**config.mk**
```make
export PLATFORM = sky130hd
export DESIGN_NAME = flash_poll_host
export DESIGN_NICKNAME = d
export VERILOG_FILES = /design/src/flash_bus_cycle.v /design/src/flash_poll_host.v
export VERILOG_INCLUDE_DIRS = /design/src
export SDC_FILE = /design/constraint.sdc
export NUM_CORES = 1
export LEC_CHECK = 0
export CAP_MARGIN = 40
export CORE_MARGIN = 3
export CORE_UTILIZATION = 63
export DETAILED_ROUTE_END_ITERATION = 10
export DONT_BUFFER_PORTS = 1
export PLACE_DENSITY = 0.82
export REMOVE_ABC_BUFFERS = 1
export SYNTH_ARGS = -nofsm -noshare
export SYNTH_HDL_FRONTEND = slang
export SYNTH_HIERARCHICAL = 1
export SYNTH_SLANG_ARGS = --single-unit
```
**constraint.sdc**
```tcl
create_clock -name i_sys_clk -period 2.9 [get_ports i_sys_clk]
set_input_delay 0.435 -clock i_sys_clk [delete_from_list [all_inputs] [get_ports i_sys_clk]]
set_output_delay 0.435 -clock i_sys_clk [all_outputs]
set_load 0.02 [all_outputs]
```
**src/flash_poll_consts.vh**
```
`ifndef FLASH_POLL_CONSTS_VH
`define FLASH_POLL_CONSTS_VH
// software port map (word index on i_addr)
`define REG_CTRL 4'h0
`define REG_ADDR 4'h1
`define REG_DATA 4'h2
`define REG_STATUS 4'h3
`define REG_RDATA 4'h4
// control word: [2:0] command, writing starts it
`define CMD_READ 3'h1
`define CMD_PROGRAM 3'h2
`define CMD_CHIP_ERASE 3'h3
`define CMD_SECTOR_ERASE 3'h4
`define CMD_RESET 3'h5
`define CMD_SUSPEND 3'h6
`define CMD_RESUME 3'h7
// status bits
`define ST_BUSY 0
`define ST_DONE 1
`define ST_FAIL 2
`define ST_RYBY 3
`define ST_ERASE_STARTED 4
`define ST_STALE 5
// status bit positions on the data bus
`define DQ_POLL 7
`define DQ_TOGGLE 6
`define DQ_TIMEOUT 5
`define DQ_ERASE_STARTED 3
`define DQ_TOGGLE2 2
// flash command bytes
`define FL_UNLOCK_A1 11'h555
`define FL_UNLOCK_D1 8'hAA
`define FL_UNLOCK_A2 11'h2AA
`define FL_UNLOCK_D2 8'h55
`define FL_PROG_BYTE 8'hA0
`define FL_ERASE_SETUP 8'h80
`define FL_CHIP_ERASE 8'h10
`define FL_SECTOR_ERASE 8'h30
`define FL_RESET_BYTE 8'hF0
`define FL_SUSPEND_BYTE 8'hB0
`define FL_RESUME_BYTE 8'h30
// bus cycle timing
`define T_CYCLE_NS 120
`define CLK_NS 40
`define CYC_PHASE ((`T_CYCLE_NS + `CLK_NS - 1) / `CLK_NS)
`endif

```
**src/flash_bus_cycle.v**
```verilog
`timescale 1ns/1ns
`default_nettype none
`include "flash_poll_consts.vh"
// one strobed bus cycle: setup, strobe low, strobe high, data sampled at strobe end
module flash_bus_cycle #(
    parameter AW = 18,
    parameter PHASE = `CYC_PHASE
) (
    input wire i_sys_clk,            // clock
    input wire i_rst_n,              // sync reset
    input wire i_start,              // begin a cycle
    input wire i_write,              // 1 write, 0 read
    input wire [AW-1:0] i_addr,      // address
    input wire [7:0] i_wdata,        // write byte
    input wire [7:0] i_dq_sync,      // synchronised dq
    output reg o_done,               // cycle over pulse
    output reg [7:0] o_rdata,        // sampled byte
    output reg [AW-1:0] o_a,         // flash address
    output reg [7:0] o_dq_out,       // dq drive value
    output reg o_dq_oe_n,            // dq enable, low drives
    output reg o_ce_n,               // chip select
    output reg o_oe_n,               // output enable
    output reg o_we_n                // write strobe
);
    localparam S_IDLE = 2'd0;
    localparam S_SETUP = 2'd1;
    localparam S_STROBE = 2'd2;
    localparam S_HOLD = 2'd3;
    reg [1:0] state;
    reg [7:0] cnt;
    reg wr;
    always @(posedge i_sys_clk) begin
        if (!i_rst_n) begin
            state <= S_IDLE;
            cnt <= 8'h00;
            wr <= 1'b0;
            o_done <= 1'b0;
            o_rdata <= 8'h00;
            o_a <= {AW{1'b0}};
            o_dq_out <= 8'h00;
            o_dq_oe_n <= 1'b1;
            o_ce_n <= 1'b1;
            o_oe_n <= 1'b1;
            o_we_n <= 1'b1;
        end else begin
            o_done <= 1'b0;
            case (state)
                S_IDLE: begin
                    if (i_start) begin
                        wr <= i_write;
                        o_a <= i_addr;
                        o_dq_out <= i_wdata;
                        o_dq_oe_n <= ~i_write;
                        o_ce_n <= 1'b0;
                        cnt <= 8'h00;
                        state <= S_SETUP;
                    end
                end
                S_SETUP: begin
                    o_we_n <= ~wr;
                    o_oe_n <= wr;
                    state <= S_STROBE;
                end
                S_STROBE: begin
                    // dq passes three flops and the agreement register, so wait two extra cycles before sampling
                    if (cnt == PHASE[7:0] + 8'h02) begin
                        o_rdata <= i_dq_sync;
                        o_we_n <= 1'b1;
                        o_oe_n <= 1'b1;
                        cnt <= 8'h00;
                        state <= S_HOLD;
                    end else begin
                        cnt <= cnt + 8'h01;
                    end
                end
                S_HOLD: begin
                    if (cnt == PHASE[7:0]) begin
                        o_ce_n <= 1'b1;
                        o_dq_oe_n <= 1'b1;
                        o_done <= 1'b1;
                        state <= S_IDLE;
                    end else begin
                        cnt <= cnt + 8'h01;
                    end
                end
                default: state <= S_IDLE;
            endcase
        end
    end
endmodule
`default_nettype wire

```
**src/flash_poll_host.v**
```verilog
// How it works
// RULE_01: while programming, bit 7 reads inverse of target bit 7.
// RULE_02: after programming, bit 7 reads true programmed value.
// RULE_03: program polling is valid after the fourth write pulse.
// RULE_04: erase reads 0 on bit 7, then 1 once finished.
// RULE_05: erase polling is valid after the sixth write pulse.
// RULE_06: host polls at the address being programmed or erased.
// RULE_07: bit 7 may turn valid before bits 0 to 6.
// RULE_08: after completion is seen, host reads once more for data.
// RULE_09: ready/busy pin is low while program or erase runs.
// RULE_10: ready/busy valid after final write pulse of sequence.
// RULE_11: bit 6 inverts on each read during an operation.
// RULE_12: bit 6 stops toggling once the operation completes.
// RULE_13: toggle bit valid after fourth (program) or sixth (erase) pulse.
// RULE_14: protected program target toggles about 2 us then stops.
// RULE_15: all-protected erase toggles about 100 us then read mode.
// RULE_16: bit 5 high means pulse count limit exceeded, failure.
// RULE_17: after bit 5 high, host rechecks whether bit 6 toggles.
// RULE_18: programming 0 to 1 halts; bit 5 rises after time limit.
// RULE_19: after timeout failure, host writes the reset command.
// RULE_20: sector erase sets bit 3 from 0 to 1 when started.
// RULE_21: bit 3 reads 1 right after the first 30h byte.
// RULE_22: bit 2 toggles on reads within sectors selected for erase.
// RULE_23: bit 6 holds constant after completion or suspend.
// RULE_24: idle device returns plain array data on every bit.
//
// The placing of the registers and the address-and-strobe port were chosen for this implementation.
`timescale 1ns/1ns
`default_nettype none
`include "flash_poll_consts.vh"
module flash_poll_host #(
    parameter AW = 18
) (
    input wire i_sys_clk,            // 25 MHz clock
    input wire i_rst_n,              // sync reset, active low
    input wire [3:0] i_addr,         // register index
    input wire [31:0] i_wdata,       // register write data
    input wire i_wr,                 // write strobe
    input wire i_rd,                 // read strobe
    output reg [31:0] o_rdata,       // read data, cycle after i_rd
    output wire [AW-1:0] o_flash_a,  // flash address
    input wire [7:0] i_dq,           // dq pins in
    output wire [7:0] o_dq,          // dq pins out
    output wire o_dq_oe_n,           // dq drive enable, low drives
    output wire o_ce_n,              // chip select
    output wire o_oe_n,              // output enable
    output wire o_we_n,              // write strobe
    input wire i_ready_busy_n_pin    // ready/busy pin level
);
    localparam F_IDLE = 3'd0;
    localparam F_SEQ = 3'd1;
    localparam F_POLL1 = 3'd2;
    localparam F_POLL2 = 3'd3;
    localparam F_FINAL = 3'd4;
    localparam F_RESET = 3'd5;

    reg [2:0] fstate;
    reg [2:0] cmd;
    reg [AW-1:0] target;
    reg [7:0] data;
    reg busy, done, fail, erase_started, stale;
    reg [2:0] step;
    reg [7:0] first_read, last_read;
    reg saw_timeout;
    reg start, cyc_write;
    reg [AW-1:0] cyc_addr;
    reg [7:0] cyc_data;
    wire cyc_done;
    wire [7:0] cyc_rdata;

    // three-flop input path, change accepted once last two agree
    reg [7:0] dq_s1, dq_s2, dq_s3, dq_sync;
    reg rb_s1, rb_s2, rb_s3, rb_sync;
    always @(posedge i_sys_clk) begin
        if (!i_rst_n) begin
            dq_s1 <= 8'h00; dq_s2 <= 8'h00; dq_s3 <= 8'h00; dq_sync <= 8'h00;
            rb_s1 <= 1'b1; rb_s2 <= 1'b1; rb_s3 <= 1'b1; rb_sync <= 1'b1;
        end else begin
            dq_s1 <= i_dq; dq_s2 <= dq_s1; dq_s3 <= dq_s2;
            rb_s1 <= i_ready_busy_n_pin; rb_s2 <= rb_s1; rb_s3 <= rb_s2;
            if (dq_s2 == dq_s3) dq_sync <= dq_s3;
            if (rb_s2 == rb_s3) rb_sync <= rb_s3;
        end
    end

    flash_bus_cycle #(.AW(AW)) u_cycle (
        .i_sys_clk(i_sys_clk),
        .i_rst_n(i_rst_n),
        .i_start(start),
        .i_write(cyc_write),
        .i_addr(cyc_addr),
        .i_wdata(cyc_data),
        .i_dq_sync(dq_sync),
        .o_done(cyc_done),
        .o_rdata(cyc_rdata),
        .o_a(o_flash_a),
        .o_dq_out(o_dq),
        .o_dq_oe_n(o_dq_oe_n),
        .o_ce_n(o_ce_n),
        .o_oe_n(o_oe_n),
        .o_we_n(o_we_n)
    );

    wire is_erase = (cmd == `CMD_CHIP_ERASE) || (cmd == `CMD_SECTOR_ERASE);
    // sequence length: four writes for program, six for erase, one otherwise
    wire [2:0] seq_len = (cmd == `CMD_PROGRAM) ? 3'd4 : (is_erase ? 3'd6 : 3'd1);

    // write k+1 is staged while write k runs, so start and address move together
    wire [AW-1:0] unlock_a1 = {{(AW-11){1'b0}}, `FL_UNLOCK_A1};
    wire [AW-1:0] unlock_a2 = {{(AW-11){1'b0}}, `FL_UNLOCK_A2};
    wire [2:0] seq_idx = step + 3'd1;
    // one-write commands carry their own byte in place of the first unlock byte
    wire [7:0] first_d = (i_wdata[2:0] == `CMD_RESET) ? `FL_RESET_BYTE :
        (i_wdata[2:0] == `CMD_SUSPEND) ? `FL_SUSPEND_BYTE :
        (i_wdata[2:0] == `CMD_RESUME) ? `FL_RESUME_BYTE : `FL_UNLOCK_D1;
    reg [AW-1:0] seq_a;
    reg [7:0] seq_d;
    always @* begin
        seq_a = target;
        seq_d = data;
        case (seq_idx)
            3'd1, 3'd4: begin
                seq_a = unlock_a2;
                seq_d = `FL_UNLOCK_D2;
            end
            3'd2: begin
                seq_a = unlock_a1;
                seq_d = is_erase ? `FL_ERASE_SETUP : `FL_PROG_BYTE;
            end
            3'd3: begin
                seq_a = is_erase ? unlock_a1 : target;
                seq_d = is_erase ? `FL_UNLOCK_D1 : data;
            end
            3'd5: begin
                seq_a = (cmd == `CMD_CHIP_ERASE) ? unlock_a1 : target;
                seq_d = (cmd == `CMD_CHIP_ERASE) ? `FL_CHIP_ERASE : `FL_SECTOR_ERASE;
            end
            default: begin
                seq_a = target;
                seq_d = data;
            end
        endcase
    end

    // operation finished when bit 7 shows final value
    wire poll_done = is_erase ? cyc_rdata[`DQ_POLL] : (cyc_rdata[`DQ_POLL] == data[`DQ_POLL]); // RULE_01 RULE_02
    wire toggling = (cyc_rdata[`DQ_TOGGLE] != first_read[`DQ_TOGGLE]); // RULE_11 RULE_12 RULE_23

    always @(posedge i_sys_clk) begin
        if (!i_rst_n) begin
            fstate <= F_IDLE;
            cmd <= 3'h0;
            target <= {AW{1'b0}};
            data <= 8'h00;
            busy <= 1'b0; done <= 1'b0; fail <= 1'b0;
            erase_started <= 1'b0; stale <= 1'b0; saw_timeout <= 1'b0;
            step <= 3'd0;
            first_read <= 8'h00; last_read <= 8'h00;
            start <= 1'b0; cyc_write <= 1'b0;
            cyc_addr <= {AW{1'b0}}; cyc_data <= 8'h00;
        end else begin
            start <= 1'b0;
            if (i_wr && i_addr == `REG_ADDR && !busy) target <= i_wdata[AW-1:0];
            if (i_wr && i_addr == `REG_DATA && !busy) data <= i_wdata[7:0];
            case (fstate)
                F_IDLE: begin
                    if (i_wr && i_addr == `REG_CTRL && i_wdata[2:0] != 3'h0) begin
                        cmd <= i_wdata[2:0];
                        busy <= 1'b1; done <= 1'b0; fail <= 1'b0;
                        stale <= 1'b0; saw_timeout <= 1'b0; step <= 3'd0;
                        if (i_wdata[2:0] != `CMD_SUSPEND) erase_started <= 1'b0;
                        fstate <= (i_wdata[2:0] == `CMD_READ) ? F_FINAL : F_SEQ;
                        start <= 1'b1;
                        cyc_write <= (i_wdata[2:0] != `CMD_READ);
                        cyc_addr <= (i_wdata[2:0] == `CMD_READ) ? target : unlock_a1;
                        cyc_data <= first_d;
                    end
                end
                F_SEQ: begin
                    if (cyc_done) begin
                        if (step + 3'd1 == seq_len) begin
                            // polling begins only after the last write pulse
                            if (cmd == `CMD_PROGRAM || is_erase) begin // RULE_03 RULE_05 RULE_10 RULE_13
                                fstate <= F_POLL1;
                                start <= 1'b1;
                                cyc_write <= 1'b0;
                                cyc_addr <= target; // RULE_06
                            end else begin
                                busy <= 1'b0;
                                done <= 1'b1;
                                fstate <= F_IDLE;
                            end
                        end else begin
                            step <= step + 3'd1;
                            start <= 1'b1;
                        end
                    end else begin
                        cyc_addr <= seq_a;
                        cyc_data <= seq_d;
                    end
                end
                F_POLL1: begin
                    if (cyc_done) begin
                        first_read <= cyc_rdata;
                        if (cyc_rdata[`DQ_ERASE_STARTED] && cmd == `CMD_SECTOR_ERASE)
                            erase_started <= 1'b1; // RULE_20 RULE_21
                        fstate <= F_POLL2;
                        start <= 1'b1;
                    end
                end
                F_POLL2: begin
                    if (cyc_done) begin
                        last_read <= cyc_rdata;
                        if (poll_done || !toggling) begin
                            // bits 0..6 may lag bit 7: fetch a clean copy
                            fstate <= F_FINAL; // RULE_07 RULE_08
                            start <= 1'b1;
                        end else if (saw_timeout) begin
                            fail <= 1'b1; // RULE_16 RULE_18
                            fstate <= F_RESET;
                            cmd <= `CMD_RESET;
                            step <= 3'd0;
                            start <= 1'b1;
                            cyc_write <= 1'b1;
                            cyc_addr <= unlock_a1;
                            cyc_data <= `FL_RESET_BYTE; // RULE_19
                        end else begin
                            // still toggling: recheck once more after a bit-5 sighting
                            saw_timeout <= cyc_rdata[`DQ_TIMEOUT]; // RULE_17
                            first_read <= cyc_rdata;
                            start <= 1'b1;
                        end
                    end
                end
                F_FINAL: begin
                    if (cyc_done) begin
                        last_read <= cyc_rdata; // RULE_24
                        // a protected target ends without changing data
                        stale <= (cmd == `CMD_PROGRAM) && (cyc_rdata != data); // RULE_14 RULE_15
                        busy <= 1'b0;
                        done <= 1'b1;
                        fstate <= F_IDLE;
                    end
                end
                F_RESET: begin
                    if (cyc_done) begin
                        busy <= 1'b0;
                        done <= 1'b1;
                        fstate <= F_IDLE;
                    end
                end
                default: fstate <= F_IDLE;
            endcase
        end
    end

    // register reads; low ready/busy reported as-is for software
    always @(posedge i_sys_clk) begin
        if (!i_rst_n) begin
            o_rdata <= 32'h00000000;
        end else if (i_rd) begin
            case (i_addr)
                `REG_CTRL: o_rdata <= {29'h00000000, cmd};
                `REG_ADDR: o_rdata <= {{(32-AW){1'b0}}, target};
                `REG_DATA: o_rdata <= {24'h000000, data};
                `REG_STATUS: o_rdata <= {26'h0000000, stale, erase_started, rb_sync, fail, done, busy}; // RULE_09
                `REG_RDATA: o_rdata <= {16'h0000, first_read, last_read}; // RULE_22
                default: o_rdata <= 32'h00000000;
            endcase
        end else begin
            o_rdata <= 32'h00000000;
        end
    end
endmodule
`default_nettype wire

```
[After elaboration in Yosys (flattened, before gate mapping)]
Cells that the tools add are included.
Storage, ports and cells
  bits of input ports: 49
  output and inout port bits: 62
  memories: 0
  memory bits (read-only): 0
  register bits: 203
  bits in writable memories: 0
  latch bits: 0
  logic and storage cells: 259
Cells by class
  bitwise gates (word level): 2
  $mul: 0
  shift operators: 0
  div/mod/pow operators: 0
  multiplexer cells: 111
  $lt $le $gt $ge: 0
  reduce and logical (&&, ||, !) cells: 50
  add/sub/neg operators: 2
  eq/ne operators: 57
Operator list (number)
  18-bit two-way mux: 10
  8-bit two-way mux: 16
  18-bit case mux with 5 select lines: 1
  18-bit case mux with 4 select lines: 1
  3-bit two-way mux: 20
  18-bit case mux with 3 select lines: 1
  8-bit case mux with 3 select lines: 2
  1-bit two-way mux: 36
  8-bit case mux with 4 select lines: 1
  2-bit inequality test, second input constant: 13
  3-bit == test, second input constant: 8
  7-bit AND reduction: 3
  3-bit by 2-bit == test with 1-bit output, second input constant: 6
  1-bit case mux with 2 select lines: 8
  8-bit case mux with 2 select lines: 1
  3-bit case mux with 5 select lines: 1
  5-bit AND reduction: 3
  2-bit by 1-bit inequality test with 1-bit output, second input constant: 7
  6-bit two-way mux: 2
  3-bit inequality test, second input constant: 4
  1-bit case mux with 3 select lines: 4
  2-bit AND reduction: 6
  3-bit AND reduction: 4
  6-bit AND reduction: 2
  32 further kinds: 62

[Depth between registers and ports, before layout]
Gate-level depths: netlist (run 1).
  depth in word-level cells: 8
  mapped depth: 9
  mapped depth without buffers: 8

[Hierarchy]
Netlist (run 1), hierarchy kept.
By module, submodules not included
  flash_poll_host: area an instance 6054.6 um^2, instances 1, seq. area each 2782.7 um^2, cells an instance 664
  flash_bus_cycle: area an instance 2069.5 um^2, instances 1, seq. area each 1001.0 um^2, cells an instance 237

[Worst setup path after synthesis (run 1)]
OpenSTA, ideal clock, no wires.
  path type: flip-flop to flip-flop
  start point: register cmd[2]
  end point: register cyc_addr[0]
  setup time: 120 ps
  data arrival time: 1942 ps
  required time: 2780 ps
  cell stages (with the launch flop): 8
  slack: 838 ps
  period minus slack after synthesis: 2062 ps
  buffers on the path: 1
  path through: dfxtp_1 > and3b_1 > o31a_1 > o41a_1 > a211oi_2 > buf_2 > o21a_2 > a21oi_1
Between the ends
  cells in the longest elaborated chain, start to end: 7
  elaborated cells on any way between the ends: 19
  those cells by class: eq/ne: 7; mux: 8; reduce/logical: 4
RTL lines
  from (decl): RTL line flash_poll_host.v:58  | reg [2:0] cmd;
  from (signal assigned): RTL line flash_poll_host.v:168  | cmd <= i_wdata[2:0];
  from (signal assigned): RTL line flash_poll_host.v:221  | cmd <= `CMD_RESET;
  3-bit by 2-bit == test with 1-bit output (no line) / 3-bit == test (equally long branches)
  1-bit logical OR: RTL line flash_poll_host.v:104  | wire is_erase = (cmd == `CMD_CHIP_ERASE) || (cmd == `CMD_SECTOR_ERASE);
  3-bit two-way mux (2 in a row): RTL line flash_poll_host.v:106  | wire [2:0] seq_len = (cmd == `CMD_PROGRAM) ? 3'd4 : (is_erase ? 3'd6 : 3'd1);
  3-bit == test: RTL line flash_poll_host.v:181  | if (step + 3'd1 == seq_len) begin
  3-bit inequality test (no line)
  7-bit AND reduction (no line)
  to (signal assigned): RTL line flash_poll_host.v:175  | cyc_addr <= (i_wdata[2:0] == `CMD_READ) ? target : unlock_a1;
  to (signal assigned): RTL line flash_poll_host.v:187  | cyc_addr <= target;
  to (signal assigned): RTL line flash_poll_host.v:198  | cyc_addr <= seq_a;
  to (decl): RTL line flash_poll_host.v:66  | reg [AW-1:0] cyc_addr;
Parallel ways exist; a longest one is shown, timed or not.
A chain may end at the register's enable or synchronous reset.

[Worst setup path in the final report (run 1)]
  start point: register step[0]
  end point: register cyc_addr[9]
Between the ends
  cells in the longest elaborated chain, start to end: 6
  elaborated cells on any way between the ends: 13
  those cells by class: add/sub: 1; eq/ne: 7; mux: 3; reduce/logical: 2
RTL lines
  from (decl): RTL line flash_poll_host.v:62  | reg [2:0] step;
  from (signal assigned): RTL line flash_poll_host.v:194  | step <= step + 3'd1;
  3-bit by 1-bit adder with 3-bit output *: RTL line flash_poll_host.v:111, flash_poll_host.v:181
  3-bit by 1-bit == test with 1-bit output / 3-bit == test (equally long branches): RTL line flash_poll_host.v:121  | case (seq_idx)
  2-bit OR reduction: RTL line flash_poll_host.v:121
  18-bit case mux with 4 select lines: RTL line flash_poll_host.v:121
  18-bit two-way mux: RTL line flash_poll_host.v:180  | if (cyc_done) begin
  18-bit case mux with 3 select lines: RTL line flash_poll_host.v:165  | case (fstate)
Every way passes the cells marked *; elsewhere a longest branch is shown, timed or not.

==> results.cfg, run 1 <==
[clocking]
cts_buffer_depth = 2
clkSinkCount = 189
clk_latency_ns = 0.43
cts_tree = yes
holdBufCountCts = 0
htree_levels = 4
cts_resized = 0
postCtsSetupBuffers = 0
clk_pin_slew_ns = 0.07
numCtsBuffers = 17
cts_root_buffer = clkbuf_16

[global_route]
overflow = 0
grt_max_degree = 142
antenna_found_initial = 0
grtUsageTotal_pct = 27.4
grt_first_pass_wirelength_um = 31200
grt_pass1_vias = 6225

[route]
met1Wirelength_um = 8120
routed-wl-met2_um = 9090
wl_per_cell_um = 18.1
dr_total_vias = 6497
first_pass_iters = 6
drtIter0Drc = 668
met3WireLength_um = 1530
ant_nets = 0
drc = 0
highest-signal-layer = met4
drt_wl_total_um = 19400
vias_per_cell = 6.08

[timing]
slew_headroom_pct = 39.8
tightest_slew_ns = 0.901
hold_violations = 0
report.final.slew_viol_count = 0
fin_crit_ns = 2.62
rsz0062_at_grt = false
fmax_mhz = 382
period_share_pct = 90.3
setup_slack_ns = 0.282
finalSetupViolCount = 0
skew_ns = 0.00790
timing.hold.ws_ns = 0.0792

[placement]
hpwl_um = 13700
post-place-ws_ns = 0.394
routabilityCongestion = 0.885
io_buffer_count = 0
place_area_mm2 = 0.00821

[min_path]
min_path_type = input pin to flip-flop
whs_path_depth = 1
min_from = i_rst_n
hold_end = rb_s3

[worst_setup_path]
path_buf_inv = 1
critPathTopFamily = compound AO/OA/AOI/OAI gates
crit_path_start_kind = flip-flop
worst-path-max-fanout = 21
critPathSlowestCell = ha_1
reg2reg_slack_ns = 0.28
path_cells = ha_1, xnor2_1, a211oi_1, o21ai_1, a211oi_2, buf_4, a21boi_2, a21oi_1
slowest_delay_ns = 0.42
required_ns = 3.21
r2r_start = step[0]
r2r-end = cyc_addr[9]
path_class = flip-flop to flip-flop
reg2reg_depth = 8
worst_setup_path_end_kind = flip-flop
arrival_ns = 2.93

[yosys]
synth_fa_ha_area_share_pct = 1.82
synth.top_cell.area_share_pct = 46.6
ys_seq_area_share_pct = 46.6
syn-cell-area_mm2 = 0.00812
synth_area_leaders = dfxtp_1 47%, nand2_1 7.1%, mux2i_1 5.1%, a21oi_1 3.8%, nor2b_1 3.4%
synthSimpleGateAreaFrac_pct = 21.7
yosysWarnings = 6
synth_compound_area_share_pct = 18.1
yosysMostFrequentCell = dfxtp_1
ys_seq_elements = 189
synth-edff-count = 0
avgSynthCellArea_um2 = 9.02
ys.flop_type = dfxtp_1
synth_mux_area_share_pct = 5.05
yosys.area.top_type = dfxtp_1
post_synth_inst_count = 901
netlist_top_cells_count = 189 x dfxtp_1, 153 x nand2_1, 62 x a21oi_1
ys_types = 78
async_flop_share_pct = 0
synth-xor-area-share_pct = 2.37
synth_top_family_by_area = simple AND/OR/NAND/NOR gates

[cells_and_area]
diodes = 0
final_cell_area_mm2 = 0.00881
synthToLayoutAreaGrowth_pct = 8.47
nets = 947
drive_above_1_share_pct = 8.67
fill_cells = 965

[outcome]
status = finished, final reports clean

[power_and_ir_drop]
power_density_mw_per_mm2 = 611
ir_drop_v = 0.000458
p_leak_nw = 3.27

[floorplan]
core_area_mm2 = 0.0123
io_pins = 111
die-area_mm2 = 0.0143
die_y_um = 120
die_width_um = 120
std_cell_rows = 40
initial_core_util_pct = 66.0

[flow_run]
maxCapViolCount = 0
## cells in the final DEF (no fill, tap or decap), types with 4 or more instances in the layout
cell type,count
o21a_1,6
a22oi_1,15
buf_4,14
xnor2_1,5
conb_1,14
mux2i_1,41
nand2b_1,7
nor2b_1,44
nand3_1,14
and2_1,31
nor2_1,36
inv_1,18
nor4_1,10
nand2_1,153
nand4_1,4
nor3_1,11
a21oi_1,62
a21boi_0,23
o21ai_0,31
clkbuf_16,17
o22ai_1,9
dfxtp_1,189
o211ai_1,5
inv_6,6
a222oi_1,8
o221a_2,5
xor2_1,17
ha_1,11
o21ai_1,4
## kinds of logic after synthesis
family	count (synthesis)
AO/OA/AOI/OAI	212
flip-flops	189
other	1
XOR/XNOR	22
adder cells (fa/ha/maj)	12
buffers and inverters	79
multiplexers	41
AND/OR/NAND/NOR	345
## worst register-to-register path, cell delays in order (launching register included)
cell and delay, ns:
dfxtp_1 0.41, ha_1 0.42, xnor2_1 0.21, a211oi_1 0.36
o21ai_1 0.17, a211oi_2 0.24, buf_4 0.27, a21boi_2 0.31
a21oi_1 0.10
## state kept, by name, summed over array words and instances (netlist names), 2 cells and up
register,cells
first_read,8
cmd,3
u_cycle/o_rdata,8
last_read,8
dq_s1,8
u_cycle/o_a,18
u_cycle/o_dq_out,8
target,18
step,3
u_cycle/state,2
o_rdata,18
cyc_data,8
dq_s3,8
u_cycle/cnt,8
data,8
dq_s2,8
cyc_addr,18
dq_sync,8
fstate,3
## power breakdown
| part | leakage, nW | switching, mW | internal (mW) |
|---|---|---|---|
| registers | 1.53 | 0.0524 | 2.65 |
| logic | 1.46 | 0.230 | 0.144 |
| clock network | 0.288 | 1.02 | 1.29 |
## cell type report
| cell class | instances | area [µm²] | area share, % |
|---|---|---|---|
| Tap cell | 168 | 210 | 2.39 |
| Clock inverter | 14 | 155 | 1.76 |
| Sequential cell | 189 | 3780 | 42.9 |
| Timing Repair Buffer | 15 | 120 | 1.36 |
| Multi-Input combinational cell | 646 | 4050 | 45.9 |
| Inverter | 18 | 67.6 | 0.767 |
| Clock buffer | 18 | 429 | 4.87 |
## routing by layer
metal	up-vias	GRT usage [%]
met5	-	0
met4	0	12.4
met3	42	5.56
met2	248	43.5
met1	3109	36.2
li1	3098	-
## worst max path at each step
stage                          from           to  slack [ns]  depth (start not counted)
after global placement      step[0]  cyc_addr[3]        0.47                          8
after global routing        step[0]  cyc_addr[9]        0.13                          8
after detailed placement    step[0]  cyc_addr[9]        0.39                          8
final                       step[0]  cyc_addr[9]        0.28                          8
after CTS                   step[0]  cyc_addr[9]        0.34                          8
after floorplan           i_addr[1]    target[0]       -0.20                          4
## metrics by stage
step                TNS (ns)  total power, mW  std cells  util (%)
floorplan              -3.61             3.03        853         -
global placement           0             3.11       1035      66.7
detailed placement         0             3.12       1035      66.7
CTS                        0             5.40       1067      71.5
global route               0             5.55       1068      71.6
finish                     0             5.38       1068      71.6
Note: power is estimated with default switching activity, not from simulation.
==> inputs of run 2 (changes only) <==
- SYNTH_HIERARCHICAL: 1 -> default
==> run 2 against run 1 <==
  * Routed wire length is 2.5% higher
  * Worst hold slack better by 0.019 ns
  * First-iteration DRC count increased by 13%
  * Clock power is 3% lower
  * Synthesized cell count decreased by 1.6%
  * Register-to-register slack barely moved
  * Final area shrank 2.2%
  * Die area decreased by 2.8%
  * Utilization is 0.41 points lower
  * Largest power group unchanged
  * Count of clock-buffer cells in the layout unchanged
  * Clock skew is 0.0011 ns lower
  * Fmax hardly changed
==> results.cfg, run 2 <==
[yosys]
ys_seq_area_share_pct = 48.0
synth_top_family_by_area = simple AND/OR/NAND/NOR gates
ys_seq_elements = 189
async_flop_share_pct = 0
synth_mux_area_share_pct = 5.21
synth_fa_ha_area_share_pct = 1.59
yosysMostFrequentCell = dfxtp_1
post_synth_inst_count = 887
synth-xor-area-share_pct = 3.00
synth-edff-count = 0
synth.top_cell.area_share_pct = 48.0
avgSynthCellArea_um2 = 8.89
netlist_top_cells_count = 189 x dfxtp_1, 135 x nand2_1, 85 x nor2_1
synth_compound_area_share_pct = 17.0
synthSimpleGateAreaFrac_pct = 20.3
yosys.area.top_type = dfxtp_1
ys.flop_type = dfxtp_1
syn-cell-area_mm2 = 0.00788
ys_types = 68
synth_area_leaders = dfxtp_1 48%, nand2_1 6.4%, mux2i_1 5.2%, a21oi_1 4.7%, nor2_1 4.0%
yosysWarnings = 0

[cells_and_area]
drive_above_1_share_pct = 8.61
nets = 940
fin_cells = 1062
final_common_cell = dfxtp_1
final_cell_mix = 189 x dfxtp_1, 135 x nand2_1, 85 x nor2_1
diodes = 0
synthToLayoutAreaGrowth_pct = 9.35
fill_cells = 943

[global_route]
overflow = 0
grt_first_pass_wirelength_um = 31600
grt_max_degree = 65
grtUsageTotal_pct = 28.6
grt_pass1_vias = 6041
antenna_found_initial = 0

[placement]
hpwl_um = 14300
io_buffer_count = 0
placed_cells = 1029
routabilityCongestion = 0.939
post-place-ws_ns = 0.382

[timing]
period_share_pct = 90.3
skew_ns = 0.00679
setup_slack_ns = 0.281
report.final.slew_viol_count = 0
fmax_mhz = 382
slew_headroom_pct = 42.3
finalSetupViolCount = 0
fin_crit_ns = 2.62
tightest_slew_ns = 0.859
hold_violations = 0
fin_tns_setup_ns = 0
rsz0062_at_grt = false

[clocking]
cts_resized = 0
cts_tree = yes
cts_buffer_depth = 2
cts_root_buffer = clkbuf_16
htree_levels = 4
numCtsBuffers = 17
clk_pin_slew_ns = 0.07
clk_latency_ns = 0.43
clkSinkCount = 189
postCtsSetupBuffers = 0
holdBufCountCts = 0

[power_and_ir_drop]
combPwrFrac_pct = 6.8
clockPowerShare_pct = 41.9
switching_share_pct = 25.0
p_int_mw = 4.00
ir_drop_v = 0.000488
power_density_mw_per_mm2 = 619
power_frac_seq_pct = 51.3
p_leak_nw = 3.15
switching_power_mw = 1.33

[floorplan]
die-area_mm2 = 0.0139
die_width_um = 118
io_pins = 111
std_cell_rows = 40
initial_core_util_pct = 65.1
die_y_um = 118
core_area_mm2 = 0.0121

[min_path]
min_path_type = input pin to flip-flop

[route]
first_pass_iters = 6
vias_per_cell = 6.16
drtIter0Drc = 754
drc = 0
wl_per_cell_um = 18.7
dr_total_vias = 6541
ant_nets = 0
drt_wl_total_um = 19800

[worst_setup_path]
arrival_ns = 2.94
required_ns = 3.22
path_class = flip-flop to flip-flop
crit_path_start_kind = flip-flop
worst_setup_path_end_kind = flip-flop
worst-path-max-fanout = 9

[outcome]
status = finished, final reports clean

[flow_run]
maxCapViolCount = 0
## run 2: cell types whose count changed after synthesis, sizes merged, moves of 7 or more
cell / change
a21boi: -26
a21oi: +11
a31oi: +12
nand2: -19
nand2b: +8
nand3: +7
nor2: +49
nor2b: -40
xnor2: +7
## run 2: cell families (layout without fill, tap and decap cells)
family | Yosys count | after routing
AO/OA/AOI/OAI | 197 | 197
adder cells (fa/ha/maj) | 10 | 10
buffers and inverters | 86 | 80
flip-flops | 189 | 189
AND/OR/NAND/NOR | 336 | 336
other | 1 | 14
multiplexers | 41 | 41
XOR/XNOR | 27 | 27
## run 2: final timing paths
kind / startpoint / to / slack (ns) / depth (start not counted)
worst max-delay path: step[0] / cyc_addr[6] / 0.28 / 7
worst min-delay path: i_ready_busy_n_pin / rb_s1 / 0.1 / 1
worst max register to register: step[0] / cyc_addr[6] / 0.28 / 7
worst min register to register: rb_s1 / rb_s2 / 0.41 / 1
## run 2: per-stage QoR
stage / total power, mW / cell area (µm²) / utilization (%) / hold slack [ns]
2_1_floorplan: 3.03 / 7630 / - / 0.386
3_3_place_gp: 3.11 / 8050 / 66.5 / 0.401
3_5_place_dp: 3.13 / 8050 / 66.5 / 0.397
4_1_cts: 5.34 / 8610 / 71.1 / 0.0683
5_1_grt: 5.49 / 8620 / 71.2 / 0.0774
6_report: 5.33 / 8620 / 71.2 / 0.0982
## run 2: metal layers
metal | routed length, µm | vias up | GRT usage, %
met4 | 523 | 0 | 10.5
met5 | 0 | - | 0
li1 | - | 3054 | -
met1 | 8460 | 3122 | 37.5
met3 | 1590 | 51 | 6.39
met2 | 9250 | 314 | 46.7
## run 2: area by class of cell
cell class / count / area [µm²] / share of cell area [%]
tap: 168 / 210 / 2.44
timing repair buffer: 26 / 205 / 2.38
multi-input combinational: 625 / 3770 / 43.8
clock buffer: 18 / 429 / 4.98
clock inverter: 14 / 135 / 1.57
sequential: 189 / 3780 / 43.9
inverter: 22 / 82.6 / 0.958
## run 2: power by group through the flow
stage                     clock [mW]  sequential, mW  combinational [mW]
final                           2.23            2.73               0.364
after global routing            2.35            2.74               0.404
after global placement             0            2.78               0.326
after detailed placement           0            2.79               0.345
after floorplan                    0            2.77               0.266
after CTS                       2.25            2.73               0.353
## run 2: critical path: stages (launching register included)
cell,delay [ns]
dfxtp_1,0.44
ha_1,0.38
xor2_1,0.36
nand2_1,0.13
o21a_1,0.21
nor3_2,0.41
o311ai_2,0.29
o221a_1,0.29
